[src/rtl/pram_defines.vh]
/*
 * constants for the parameterised ram block: variant codes, default sizes,
 * register offsets, field positions and reset values of the control bus.
 * assumes it is included by its bare name from the design files.
 */
`ifndef PRAM_DEFINES_VH
`define PRAM_DEFINES_VH

// variant codes
`define PRAM_VAR_ASYNC 2'h0
`define PRAM_VAR_SYNC 2'h1
`define PRAM_VAR_DUAL 2'h2

// size limits and defaults
`define PRAM_DEPTH_DEFAULT 16
`define PRAM_DEPTH_MIN 16
`define PRAM_DEPTH_MAX 256
`define PRAM_DEPTH_STEP 16
`define PRAM_WIDTH_DEFAULT 16
`define PRAM_WIDTH_MIN 1
`define PRAM_WIDTH_MAX 64

// register byte offsets
`define PRAM_REG_CTRL 8'h00
`define PRAM_REG_SW_ADDR 8'h04
`define PRAM_REG_WDATA_LO 8'h08
`define PRAM_REG_WDATA_HI 8'h0C
`define PRAM_REG_CMD 8'h10
`define PRAM_REG_RDATA_LO 8'h14
`define PRAM_REG_RDATA_HI 8'h18
`define PRAM_REG_STATUS 8'h1C
`define PRAM_REG_CONFIG 8'h20

// field positions
`define PRAM_CTRL_LOCK_BIT 0
`define PRAM_CMD_WRITE_BIT 0
`define PRAM_STAT_RANGE_BIT 31
`define PRAM_CFG_WIDTH_LSB 16
`define PRAM_CFG_VAR_LSB 24

// reset values and responses
`define PRAM_CTRL_RESET 1'h0
`define PRAM_RESP_OKAY 2'h0
`define PRAM_RESP_SLVERR 2'h2

`endif

[src/rtl/pram_sync2.v]
/*
 * two flip-flop synchroniser, parameterised width.
 * assumes the inputs are asynchronous to ref_clk; the first stage feeds
 * only the second.
 */
`timescale 1ns/10ps

module pram_sync2 #(
    parameter WIDTH = 1
) (
    // clock
    input wire ref_clk,
    // data
    input wire [WIDTH-1:0] async_in,
    output reg [WIDTH-1:0] sync_out
);

reg [WIDTH-1:0] stage1;

// two stages, no reset so a metastable first stage is never gated
always @(posedge ref_clk) begin
    stage1 <= async_in;
    sync_out <= stage1;
end

endmodule

[src/rtl/pram_top.v]
/*
 * parameterised distributed ram in three variants with an axi4-lite
 * window for software access, lock control and status.
 * assumes user pins (address, data, write enable, write clock) are
 * asynchronous to ref_clk and are synchronised here.
 */
// Function
// - build as asynchronous, synchronous or dual-port ram by parameter
// - depth multiple of 16 from 16 to 256, default 16
// - word width parameter from 1 to 64 bits
// - address ports are log2 of depth bits wide
// - async variant stores and presents the input word while enable high
// - enable low leaves memory unchanged and ignores write data
// - clocked variants write only on rising write clock with enable high
// - clocked write shows the new word on the primary output afterwards
// - primary output always shows word at the address input
// - dual-port variant has two address/output pairs on one storage
// - secondary output follows the secondary address, not the write clock
// - in dual-port the primary output is the single-port output
// - optional power-up preload, readable and overwritable
// - without preload contents are undefined; preload is optional
`timescale 1ns/10ps
`include "pram_defines.vh"

module pram_top #(
    parameter VARIANT = `PRAM_VAR_SYNC,
    parameter DEPTH = `PRAM_DEPTH_DEFAULT,
    parameter WORD_WIDTH = `PRAM_WIDTH_DEFAULT,
    parameter USE_INIT = 0,
    parameter [63:0] INIT_FILL = 64'h0000000000000000
) (
    // clock and reset
    input wire ref_clk,
    input wire rst,
    // user ram pins
    input wire [pram_clog2(DEPTH)-1:0] ram_address,
    input wire [WORD_WIDTH-1:0] write_data_in,
    input wire write_enable,
    input wire write_clock,
    input wire [pram_clog2(DEPTH)-1:0] secondary_read_address,
    output reg [WORD_WIDTH-1:0] single_port_read_out,
    output reg [WORD_WIDTH-1:0] secondary_read_out,
    // axi4-lite write channels
    input wire [7:0] s_axi_awaddr,
    input wire s_axi_awvalid,
    output wire s_axi_awready,
    input wire [31:0] s_axi_wdata,
    input wire [3:0] s_axi_wstrb,
    input wire s_axi_wvalid,
    output wire s_axi_wready,
    output reg [1:0] s_axi_bresp,
    output reg s_axi_bvalid,
    input wire s_axi_bready,
    // axi4-lite read channels
    input wire [7:0] s_axi_araddr,
    input wire s_axi_arvalid,
    output wire s_axi_arready,
    output reg [31:0] s_axi_rdata,
    output reg [1:0] s_axi_rresp,
    output reg s_axi_rvalid,
    input wire s_axi_rready
);

// ceiling log2, used for the address port widths
function integer pram_clog2;
    input integer value;
    integer i;
    begin
        pram_clog2 = 0;
        for (i = value - 1; i > 0; i = i >> 1) begin
            pram_clog2 = pram_clog2 + 1;
        end
    end
endfunction

////////////////////////////////////////////////////////////////////////////
// sizing
localparam AW = pram_clog2(DEPTH);
// illegal depths fall back to the default size rather than half-build
localparam DEPTH_OK = (DEPTH >= `PRAM_DEPTH_MIN) && (DEPTH <= `PRAM_DEPTH_MAX) &&
    (DEPTH % `PRAM_DEPTH_STEP == 0);
localparam DEPTH_EFF = DEPTH_OK ? DEPTH : `PRAM_DEPTH_DEFAULT;
localparam [AW:0] DEPTH_LIM = DEPTH_EFF[AW:0];
localparam [8:0] CFG_DEPTH = DEPTH_EFF[8:0];
localparam [6:0] CFG_WIDTH = WORD_WIDTH[6:0];
localparam [1:0] VAR_CODE = VARIANT[1:0];
localparam IS_ASYNC = (VAR_CODE == `PRAM_VAR_ASYNC);
localparam IS_DUAL = (VAR_CODE == `PRAM_VAR_DUAL);

////////////////////////////////////////////////////////////////////////////
// pin synchronisers
wire [AW-1:0] addr_s;
wire [AW-1:0] sec_addr_s;
wire [WORD_WIDTH-1:0] wdata_s;
wire wen_s;
wire wclk_s;
reg wclk_prev;

// every user pin is asynchronous, so all pass two flops before use
pram_sync2 #(.WIDTH(2 * AW + WORD_WIDTH + 2)) u_pin_sync (
    .ref_clk(ref_clk),
    .async_in({ram_address, secondary_read_address, write_data_in, write_enable,
        write_clock}),
    .sync_out({addr_s, sec_addr_s, wdata_s, wen_s, wclk_s})
);

// write clock edge detect on the synchronised level
always @(posedge ref_clk) begin
    if (rst) begin
        wclk_prev <= 1'b0;
    end else begin
        wclk_prev <= wclk_s;
    end
end
wire wclk_rise = wclk_s & ~wclk_prev;
////////////////////////////////////////////////////////////////////////////
// software control registers
reg ctrl_lock;
reg [AW-1:0] sw_addr;
reg [31:0] sw_wdata_lo;
reg [31:0] sw_wdata_hi;
reg sw_write_pend;
reg range_error;
reg [AW-1:0] last_write_addr;
reg [15:0] write_count;

////////////////////////////////////////////////////////////////////////////
// storage and write path
reg [WORD_WIDTH-1:0] mem [0:DEPTH_EFF-1];
integer k;

// optional power-up fill; with it off the words start undefined
initial begin
    if (USE_INIT != 0) begin
        for (k = 0; k < DEPTH_EFF; k = k + 1) begin
            mem[k] = INIT_FILL[WORD_WIDTH-1:0];
        end
    end
end

// async writes every cycle the enable level is high; clocked ones on the edge
wire user_strobe = IS_ASYNC ? wen_s : (wen_s & wclk_rise);
wire user_write = user_strobe & ~ctrl_lock;
wire user_in_range = ({1'b0, addr_s} < DEPTH_LIM);
wire sw_in_range = ({1'b0, sw_addr} < DEPTH_LIM);
// user writes win the port; a software write waits one free cycle
wire sw_write = sw_write_pend & ~user_write;
wire [63:0] sw_word = {sw_wdata_hi, sw_wdata_lo};

// stored words are never reset
always @(posedge ref_clk) begin
    if (user_write && user_in_range) begin
        mem[addr_s] <= wdata_s;
    end else if (sw_write && sw_in_range) begin
        mem[sw_addr] <= sw_word[WORD_WIDTH-1:0];
    end
end

// read words with out-of-range locations forced to zero
wire [WORD_WIDTH-1:0] prim_word = user_in_range ? mem[addr_s] : {WORD_WIDTH{1'b0}};
wire [WORD_WIDTH-1:0] sec_word =
    ({1'b0, sec_addr_s} < DEPTH_LIM) ? mem[sec_addr_s] : {WORD_WIDTH{1'b0}};
wire [WORD_WIDTH-1:0] sw_rd_word = sw_in_range ? mem[sw_addr] : {WORD_WIDTH{1'b0}};

// output flops; async writes bypass so the input shows at once
always @(posedge ref_clk) begin
    if (rst) begin
        single_port_read_out <= {WORD_WIDTH{1'b0}};
        secondary_read_out <= {WORD_WIDTH{1'b0}};
    end else begin
        single_port_read_out <= (IS_ASYNC && user_write && user_in_range) ? wdata_s :
            prim_word;
        // secondary port ignores the write clock entirely
        secondary_read_out <= IS_DUAL ? sec_word : {WORD_WIDTH{1'b0}};
    end
end
// status bookkeeping; a new range error beats a same-cycle clear
wire any_write = user_write | sw_write;
wire bad_write = (user_write & ~user_in_range) | (sw_write & ~user_write & ~sw_in_range);
reg status_clear;
always @(posedge ref_clk) begin
    if (rst) begin
        range_error <= 1'b0;
        last_write_addr <= {AW{1'b0}};
        write_count <= 16'h0000;
    end else begin
        if (bad_write) begin
            range_error <= 1'b1;
        end else if (status_clear) begin
            range_error <= 1'b0;
        end
        if (any_write) begin
            last_write_addr <= user_write ? addr_s : sw_addr;
            write_count <= write_count + 16'h0001;
        end
    end
end

////////////////////////////////////////////////////////////////////////////
// axi4-lite write side
reg aw_have;
reg w_have;
reg [7:0] aw_addr_q;
reg [31:0] w_data_q;
reg [3:0] w_strb_q;

assign s_axi_awready = ~aw_have & ~s_axi_bvalid;
assign s_axi_wready = ~w_have & ~s_axi_bvalid;

wire wr_go = aw_have & w_have & ~s_axi_bvalid;
wire [31:0] bmask = {{8{w_strb_q[3]}}, {8{w_strb_q[2]}}, {8{w_strb_q[1]}},
    {8{w_strb_q[0]}}};
wire wr_mapped = (aw_addr_q == `PRAM_REG_CTRL) || (aw_addr_q == `PRAM_REG_SW_ADDR) ||
    (aw_addr_q == `PRAM_REG_WDATA_LO) || (aw_addr_q == `PRAM_REG_WDATA_HI) ||
    (aw_addr_q == `PRAM_REG_CMD) || (aw_addr_q == `PRAM_REG_STATUS);

// address and data taken in either order; payload flops skip reset, read only on wr_go
always @(posedge ref_clk) begin
    if (rst) begin
        aw_have <= 1'b0;
        w_have <= 1'b0;
        s_axi_bvalid <= 1'b0;
        s_axi_bresp <= `PRAM_RESP_OKAY;
    end else begin
        if (s_axi_awvalid && s_axi_awready) begin
            aw_have <= 1'b1;
            aw_addr_q <= {s_axi_awaddr[7:2], 2'b00};
        end
        if (s_axi_wvalid && s_axi_wready) begin
            w_have <= 1'b1;
            w_data_q <= s_axi_wdata;
            w_strb_q <= s_axi_wstrb;
        end
        if (wr_go) begin
            aw_have <= 1'b0;
            w_have <= 1'b0;
            s_axi_bvalid <= 1'b1;
            s_axi_bresp <= wr_mapped ? `PRAM_RESP_OKAY : `PRAM_RESP_SLVERR;
        end else if (s_axi_bvalid && s_axi_bready) begin
            s_axi_bvalid <= 1'b0;
        end
    end
end

// register updates on the accepted write
wire [31:0] ctrl_new = ({31'h0, ctrl_lock} & ~bmask) | (w_data_q & bmask);
wire [31:0] addr_new = ({{(32 - AW){1'b0}}, sw_addr} & ~bmask) | (w_data_q & bmask);
wire cmd_hit = wr_go && (aw_addr_q == `PRAM_REG_CMD) && w_strb_q[0] &&
    w_data_q[`PRAM_CMD_WRITE_BIT];

always @(posedge ref_clk) begin
    if (rst) begin
        ctrl_lock <= `PRAM_CTRL_RESET;
        sw_addr <= {AW{1'b0}};
        sw_wdata_lo <= 32'h00000000;
        sw_wdata_hi <= 32'h00000000;
        sw_write_pend <= 1'b0;
    end else begin
        if (wr_go && aw_addr_q == `PRAM_REG_CTRL) begin
            ctrl_lock <= ctrl_new[`PRAM_CTRL_LOCK_BIT];
        end
        if (wr_go && aw_addr_q == `PRAM_REG_SW_ADDR) begin
            sw_addr <= addr_new[AW-1:0];
        end
        if (wr_go && aw_addr_q == `PRAM_REG_WDATA_LO) begin
            sw_wdata_lo <= (sw_wdata_lo & ~bmask) | (w_data_q & bmask);
        end
        if (wr_go && aw_addr_q == `PRAM_REG_WDATA_HI) begin
            sw_wdata_hi <= (sw_wdata_hi & ~bmask) | (w_data_q & bmask);
        end
        if (cmd_hit) begin
            sw_write_pend <= 1'b1;
        end else if (sw_write) begin
            sw_write_pend <= 1'b0;
        end
    end
end

// write-one-to-clear of the range error flag
always @* begin
    status_clear = wr_go && (aw_addr_q == `PRAM_REG_STATUS) && w_strb_q[3] &&
        w_data_q[`PRAM_STAT_RANGE_BIT];
end

////////////////////////////////////////////////////////////////////////////
// axi4-lite read side
reg [63:0] sw_rword;
reg [31:0] rd_mux;
reg rd_mapped;

// widen the addressed word to 64 bits for the two read halves
always @* begin
    sw_rword = 64'h0000000000000000;
    sw_rword[WORD_WIDTH-1:0] = sw_rd_word;
end

// read decode; unmapped addresses read zero with an error response
always @* begin
    rd_mux = 32'h00000000;
    rd_mapped = 1'b1;
    case ({s_axi_araddr[7:2], 2'b00})
        `PRAM_REG_CTRL: rd_mux = {31'h0, ctrl_lock};
        `PRAM_REG_SW_ADDR: rd_mux = {{(32 - AW){1'b0}}, sw_addr};
        `PRAM_REG_WDATA_LO: rd_mux = sw_wdata_lo;
        `PRAM_REG_WDATA_HI: rd_mux = sw_wdata_hi;
        `PRAM_REG_CMD: rd_mux = {31'h0, sw_write_pend};
        `PRAM_REG_RDATA_LO: rd_mux = sw_rword[31:0];
        `PRAM_REG_RDATA_HI: rd_mux = sw_rword[63:32];
        `PRAM_REG_STATUS: rd_mux = {range_error, 7'h00, write_count, 8'h00} |
            {{(32 - AW){1'b0}}, last_write_addr};
        `PRAM_REG_CONFIG: rd_mux = {6'h00, VAR_CODE, 1'b0, CFG_WIDTH, 7'h00, CFG_DEPTH};
        default: rd_mapped = 1'b0;
    endcase
end

assign s_axi_arready = ~s_axi_rvalid;

// one read in flight; data held until rready
always @(posedge ref_clk) begin
    if (rst) begin
        s_axi_rvalid <= 1'b0;
        s_axi_rdata <= 32'h00000000;
        s_axi_rresp <= `PRAM_RESP_OKAY;
    end else if (s_axi_arvalid && s_axi_arready) begin
        s_axi_rvalid <= 1'b1;
        s_axi_rdata <= rd_mux;
        s_axi_rresp <= rd_mapped ? `PRAM_RESP_OKAY : `PRAM_RESP_SLVERR;
    end else if (s_axi_rvalid && s_axi_rready) begin
        s_axi_rvalid <= 1'b0;
    end
end

endmodule

[config.mk]
export PLATFORM = sky130hd
export DESIGN_NAME = pram_top
export DESIGN_NICKNAME = d
export VERILOG_FILES = /design/src/rtl/pram_sync2.v /design/src/rtl/pram_top.v
export VERILOG_INCLUDE_DIRS = /design/src /design/src/rtl
export SDC_FILE = /design/constraint.sdc
export NUM_CORES = 1
export LEC_CHECK = 0
export BUFFER_PORTS_ARGS = -buffer_cell sky130_fd_sc_hd__buf_2
export CORE_ASPECT_RATIO = 1.2
export CORE_MARGIN = 10
export CORE_UTILIZATION = 55
export CTS_BUF_LIST = sky130_fd_sc_hd__clkbuf_8
export DETAILED_ROUTE_END_ITERATION = 6
export PLACE_DENSITY = 0.82
export SLEW_MARGIN = 20
export SYNTH_ARGS = -nofsm -noshare
export SYNTH_HDL_FRONTEND = slang
export SYNTH_HIERARCHICAL = 1
export SYNTH_SLANG_ARGS = --single-unit
[constraint.sdc]
create_clock -name ref_clk -period 7.3 [get_ports ref_clk]
set_input_delay 1.095 -clock ref_clk [delete_from_list [all_inputs] [get_ports ref_clk]]
set_output_delay 1.095 -clock ref_clk [all_outputs]
set_load 0.02 [all_outputs]
* Yosys cells after proc, flatten, opt, wreduce, memory -nomap -nowiden
Memories as Yosys holds them, arrays and structs flattened. A register that Yosys moved wholly into a read port is not among the register bits.
Index checks and enable logic that the tools add are counted.
** Operators by class
- Reductions and logical operators :: 27
- Bitwise gates (word level) :: 28
- Multiplexer cells :: 21
- Eq/ne operators :: 13
- Add/subtract/negate cells :: 1
** Operator list (number)
- 32-bit case mux with 8 select lines :: 1
- 32-bit bitwise AND :: 3
- 32-bit bitwise OR :: 2
- 6-bit by 3-bit == test with 1-bit output, second input constant :: 6
- 32-bit inverter :: 1
- 6-bit by 2-bit == test with 1-bit output, second input constant :: 4
- 24-bit by 4-bit bitwise OR with 24-bit output :: 1
- 16-bit by 1-bit adder with 16-bit output, second input constant :: 1
- 16-bit 2-to-1 mux :: 1
- 4-bit 2-to-1 mux :: 4
- 16-bit OR reduction :: 1
- 1-bit 2-to-1 mux :: 13
- 6-bit by 1-bit == test with 1-bit output, second input constant :: 2
- 1-bit logical AND :: 12
- 1-bit bitwise AND :: 9
- 9-bit OR reduction :: 1
- 8-bit zero test :: 1
- 1-bit inverter :: 8
- 6-bit by 4-bit == test with 1-bit output, second input constant :: 1
- 6-bit zero test :: 1
- 2-bit nonzero test :: 3
- 1-bit logical OR :: 5
- 4-bit bitwise AND :: 1
- 2-bit 2-to-1 mux :: 2
- 4 further kinds :: 6
** Storage, ports and cells
- Register bits :: 225
- Bits of input ports :: 85
- Output and inout bits :: 73
- Bits in writable memories :: 256
- Memories :: 1
** Memories
- mem :: depth 16, width 16, read ports 2, clocked after Yosys merged registers in 2, wr ports 1, RTL line pram_top.v:129 : reg [WORD_WIDTH-1:0] mem [0:DEPTH_EFF-1];

* Depth between registers and ports, before layout
Gate-level depths: netlist of the first run.
- Depth after elaboration :: 11
- Depth in mapped cells :: 8
- Mapped depth without buffers :: 5

* By module
Netlist of the first run, hierarchy kept.
** By module, submodules not included
- pram_top :: instances 1, cells an instance 1248, seq. area each 11931.4 sq um, area each 19264.7 sq um
- pram_sync2 :: instances 1, cells an instance 52, seq. area each 1041.0 sq um, area each 1041.0 sq um

* Least setup slack after synthesis of the first run
No wires, ideal clock.
- Path type :: input port to flip-flop
- Start :: input port rst
- End :: register w_data_q[0], enable pin
- Stages on the path :: 3
- Arrival :: 5.268 ns
- Path slack :: 1.500 ns
- Data required time :: 6.768 ns
- Path buffers :: 2
- Path through :: clkbuf_1 > clkbuf_1 > nor4b_1
** On the way
- Longest elaborated chain between the ends :: 2
** RTL lines
- from (decl) :: RTL line pram_top.v:34 : input wire rst,
- 1-bit inverter (no line)
- 2-bit AND reduction (no line)
- to (signal assigned) :: RTL line pram_top.v:231 : w_data_q <= s_axi_wdata;
- to (decl) :: RTL line pram_top.v:204 : reg [31:0] w_data_q;
Every way passes these cells.
A chain may end at the register's enable or synchronous reset.

==> summary.txt, run 1 <==
Outcome
  • Outcome: finished, final reports clean

Final layout
  • Filler cells: 2473
  • Layout area overhead: 12.3%
  • Post-Layout Cell Count: between 1500 and 2000
  • Final nets: ~1500
  • Layout cells sized above 1: 0.284
  • ANT cells: 0

Placement
  • Buffers on Ports: 131
  • GPL Wtd Cong: 0.847
  • Dpl cells: ~1800
  • Post-DP HPWL: 31.3 mm

Die
  • Initial Util: 0.559
  • Cell Rows: 76
  • Chip Height: roughly 230 µm
  • Die Wd: slightly below 200 µm
  • Total core area: about 36000 µm²
  • I/O pin total: roughly 160
  • Die ar.: 44700 µm²

Worst setup path
  • Critical Path End Type: flip-flop
  • Slowest-stage cell, CP: nor2_1
  • Crit Path Class: flip-flop to flip-flop
  • FF-to-FF End: mem[9][3]
  • Nature of the critical path startpoint: flip-flop
  • CP top delay family: simple AND/OR/NAND/NOR gates
  • Worst path required time: between 7000 and 8000 ps
  • WP data arrival: 3690 ps
  • CP Max Fanout: 24
  • Worst Path Buf+Inv: 1
  • Worst reg-to-reg path cell count: 6
  • R2R setup slack: 3880 ps
  • CP cell instances: nand4bb_1, nand2_2, nor3b_1, a31oi_1, nor2_1, buf_4
  • Crit-path max cell delay: 740 ps

Pwr
  • Peak supply drop: approximately 0.00011 V
  • Leakage: 7.78 nW
  • Pwr Total: 5.49 mW
  • Pwr dens: around 240 nW/µm²

Routing
  • Routed wire length per instance: 25.6 µm
  • First DRT Iteration DRCs: 1269
  • Pre-antenna DRT Iters: 6
  • Via count: about 12000
  • DRC errors left: 0
  • Final wirelength: approximately 50 mm
  • Vias/cell: 6.29
  • ANT nets after route: 0

Min path
  • Hold Path Cell Cnt: 0
  • Hold wc startpoint: u_pin_sync/stage1[5]
  • Worst Hold Class: flip-flop to flip-flop
  • Hold Path Sink: u_pin_sync/sync_out[5]

Logic synthesis
  • Cells after synthesis: approximately 1300
  • Warnings from Yosys: 6
  • Avg Cell Area, Syn: around 16 µm²
  • Mapped Area: roughly 20000 µm²

Global route
  • Vias in the first global route: 12700
  • GRT Total Usage: 0.220
  • Grt total ovfl: 0
  • Global-route wire length before repair: roughly 76 mm
  • Largest net degree at the start of global routing: between 60 and 70
  • Initial antenna violation count: 0

Timing
  • Fmax: ~290 MHz
  • Endpoints failing setup: 0
  • Unrepaired setup endpoints after global routing: no
  • Max-slew violation total from the final report: 0
  • Hold WS: between 300 and 400 ps
  • Post-route minimum period: 3420 ps
  • Hold violation total from the final report: 0
  • Clock Skew: about 58 ps
  • Worst-margin pin slew: roughly 1100 ps
  • Fin crit share: 0.469
  • Fin Setup TNS: 0 ps
  • Max-slew headroom: 0.298

Clock network
  • CTS sink cnt: 491
  • CTS resizes: 0
  • CTS tree: done
  • CTS Root Cell: clkbuf_8
  • CTS buffer count: 75
  • H-Tree Depth: 3
  • Clock latency on the worst-skew pair: 630 ps
  • Setup Buffers After CTS: 0
  • CTS clk-pin slew, worst paths: about 70 ps
  • Clock Path Buffers: 3
  • Hold_buf cts: 0

Job
  • Number of max-cap violations: 0
## layer usage
layer,GRT usage,up-vias,share of wire
li1,-,5345,-
met1,0.268,6167,0.37
met2,0.369,741,0.50
met3,0.0511,141,0.097
met4,0.0917,0,0.038
met5,0,-,0
## worst max path at each step
stage | start | to | slack, ps | depth (start not counted)
finish | flip-flop | mem[9][3] | 3880 | 6
global route | flip-flop | mem[9][3] | 3720 | 6
CTS | flip-flop | mem[9][3] | 3510 | 6
detailed placement | flip-flop | mem[9][3] | 3590 | 6
global placement | flip-flop | mem[8][5] | 3380 | 5
floorplan | rst | w_data_q[0] | 1500 | 3
## layout make-up
cell class              count  area (µm²)  share of cell area
multi-input cells         705        6830               0.302
repair buffers            158         861              0.0381
well taps                 468         586              0.0259
inverters                  12        45.0             0.00199
clock buffers              86        1180              0.0523
clock inverters            50         290              0.0128
flip-flops and latches    491       12800               0.567
## metrics by stage
| step | util | setup WS [ps] | area [µm²] |
|---|---|---|---|
| detailed placement | 0.587 | 3590 | 21100 |
| floorplan | - | 1500 | 20200 |
| finish | 0.628 | 3880 | 22600 |
| global route | 0.628 | 3720 | 22600 |
| CTS | 0.628 | 3510 | 22600 |
| global placement | 0.587 | 3380 | 21100 |
## power by group
part | internal [mW] | total (mW) | switching [mW]
sequential | 2.99 | 3.02 | 0.0316
combinational | 0.0964 | 0.244 | 0.148
clock | 1.18 | 2.23 | 1.04
total | 4.27 | 5.49 | 1.22
## cell usage in the layout, fill, tap and decap left out, types with 4 or more instances in the layout
master      n
clkinv_1   14
mux2_1     19
a21oi_1    31
dfxtp_1   189
buf_2     130
a221oi_1   17
or3_1       4
buf_4      28
mux2i_1    75
conb_1     18
o21ai_1    30
xnor2_1     9
o21ai_0    11
clkinv_2    9
a222oi_1   15
mux2_2      4
nor2b_1    29
nor2_1    115
nor2_4      4
mux4_2    140
nand3_1     9
inv_1      32
a22oi_1    25
edfxtp_1  298
clkbuf_8   86
nand2b_1    4
nand2_1    52
a31oi_1     8
nor3_1     23
a22o_1     10
Note: power is estimated with default switching activity, not from simulation.
==> run 2: changes to the inputs <==
Settings changed: ABC_AREA from default to 1, PLACE_DENSITY 0.82 to 0.85.
Clock period 7.3 ns to 2.9 ns, I/O delays scaled along.
==> run 2 against run 1 <==
Net effect: total power grew to 2.6 times the previous value; fmax is 46% higher; wire length is 31% higher; cell count is 65% higher; via count is 55% higher; sequential share of layout area is 5.6 points lower; clock skew is 11 ps lower; die area is 6.9% higher; core utilization is 1.9 points higher; worst hold slack worse by 250 ps.
==> summary.txt, run 2 <==
Routing
  • Pre-antenna DRT Iters: 6
  • Via count: 19200
  • Vias/cell: between 5 and 6
  • Final wirelength: approximately 66 mm
  • Routed wire length per instance: between 20 and 25 µm
  • First DRT Iteration DRCs: 2427
  • ANT nets after route: 0
  • DRC errors left: 0

Timing
  • Worst-margin pin slew: 1020 ps
  • Hold violation total from the final report: 0
  • Fin Setup TNS: 0 ps
  • Fmax: roughly 420 MHz
  • Fin crit share: 0.811
  • Unrepaired setup endpoints after global routing: no
  • Endpoints failing setup: 0
  • Max-slew headroom: 0.320
  • Post-route minimum period: 2350 ps
  • Clock Skew: approximately 47 ps
  • Max-slew violation total from the final report: 0

Final layout
  • Layout area overhead: 15.8%
  • Final nets: approximately 2700
  • Most frequent cells in the layout: 454 x nand2_1, 366 x inv_1, 298 x edfxtp_1
  • ANT cells: 0
  • Most common cell after layout, fill and taps aside: nand2_1
  • Post-Layout Cell Count: 3251
  • Layout cells sized above 1: 0.136

Worst setup path
  • Crit-path max cell delay: 340 ps
  • Worst Path Buf+Inv: 1
  • Worst reg-to-reg path cell count: 8
  • Worst path required time: ~3200 ps
  • CP Max Fanout: 16
  • CP cell instances: nor2_2, nand3_2, nand2_2, nor2_1, a21oi_1, nand3_1, nor2_1, buf_4
  • WP data arrival: 2640 ps
  • Critical Path End Type: flip-flop
  • CP top delay family: simple AND/OR/NAND/NOR gates
  • Cell mode on critical path: nor2_1
  • Slowest-stage cell, CP: dfxtp_1
  • Nature of the critical path startpoint: flip-flop
  • Stages on worst setup path: 8
  • Crit Path Class: flip-flop to flip-flop

Clock network
  • CTS sink cnt: approximately 500
  • CTS tree: done
  • CTS resizes: 0
  • Clock Path Buffers: 3
  • CTS buffer count: 75
  • Clock latency on the worst-skew pair: between 600 and 700 ps
  • CTS Root Cell: clkbuf_8
  • CTS clk-pin slew, worst paths: about 60 ps
  • H-Tree Depth: 3

Die
  • Die Wd: just over 200 µm
  • Die ar.: around 48000 µm²
  • Chip Height: 238 µm
  • Total core area: roughly 39000 µm²
  • Cell Rows: 79
  • Initial Util: 0.558
  • I/O pin total: 158

Global route
  • Global-route wire length before repair: 103 mm
  • Grt total ovfl: 0
  • Initial antenna violation count: 1
  • Vias in the first global route: slightly below 20000
  • GRT Total Usage: 0.269
  • Largest net degree at the start of global routing: ~160

Placement
  • GPL Wtd Cong: around 0.94
  • Buffers on Ports: around 130
  • Post-DP HPWL: just over 40 mm
  • Dpl cells: ~3000

Logic synthesis
  • Warnings from Yosys: 6
  • Mapped Area: ~22000 µm²
  • Avg Cell Area, Syn: roughly 9 µm²
  • Cells after synthesis: about 2500

Min path
  • Worst Hold Class: input pin to flip-flop
  • Hold Path Cell Cnt: 3

Job
  • Number of max-cap violations: 0

Pwr
  • Peak supply drop: about 0.00060 V
  • Leakage: about 10 nW
  • Pwr dens: 563 nW/µm²

Outcome
  • Outcome: finished, final reports clean
==> run 2: per-layer routing <==
metal / vias to the layer above / part of all wire / track usage
met3: 324 / 0.12 / 0.0616
met2: 1456 / 0.48 / 0.454
met4: 0 / 0.065 / 0.184
met1: 8880 / 0.34 / 0.301
met5: - / 0 / 0
li1: 8562 / - / -
==> run 2: worst reg2reg max path: stages (launching register included) <==
cell and delay (ps):
dfxtp_1 340, nor2_2 140, nand3_2 130, nand2_2 260, nor2_1 70, a21oi_1 280, nand3_1 250, nor2_1 180
buf_4 330
==> run 2: final cells by class <==
class                   count  area (µm²)
clock buffers              88        1210
flip-flops and latches    491       12800
clock inverters            52         285
repair buffers            273        1940
multi-input cells        1470        6880
fillers                  2824       13700
inverters                 351        1320
well taps                 526         658
==> run 2: path summary, 6_finish.rpt <==
kind,startpoint,endpoint,slack [ps]
setup / recovery,flip-flop,mem[3][2],550
setup reg to reg,flip-flop,mem[3][2],550
hold / removal,s_axi_awvalid,aw_have,60
hold reg to reg,u_pin_sync/stage1[22],u_pin_sync/sync_out[22],330
==> run 2: stage by stage <==
| stage | area [µm²] | hold WS [ps] | worst slack (ps) | util | power (mW) |
|---|---|---|---|---|---|
| final | 25100 | 56.6 | 547 | 0.647 | 14.1 |
| after global routing | 25100 | 88.7 | 357 | 0.647 | 14.5 |
| after CTS | 25100 | 26.2 | 603 | 0.647 | 14.1 |
| after detailed placement | 23000 | 312 | 637 | 0.592 | 8.46 |
| after global placement | 23000 | 314 | 721 | 0.592 | 8.42 |
| after floorplan | 21800 | 310 | 63.7 | - | 8.17 |
==> run 2: timing repair <==
action,4_1_cts,5_1_grt
setup buffers,0,0
hold buffers,64,0
endpoints found under the hold margin,64,0
==> run 2: power breakdown <==
part	total (mW)	switching [mW]	internal [mW]
registers	7.57	0.0587	7.51
clock network	5.72	2.76	2.96
logic	0.851	0.581	0.271
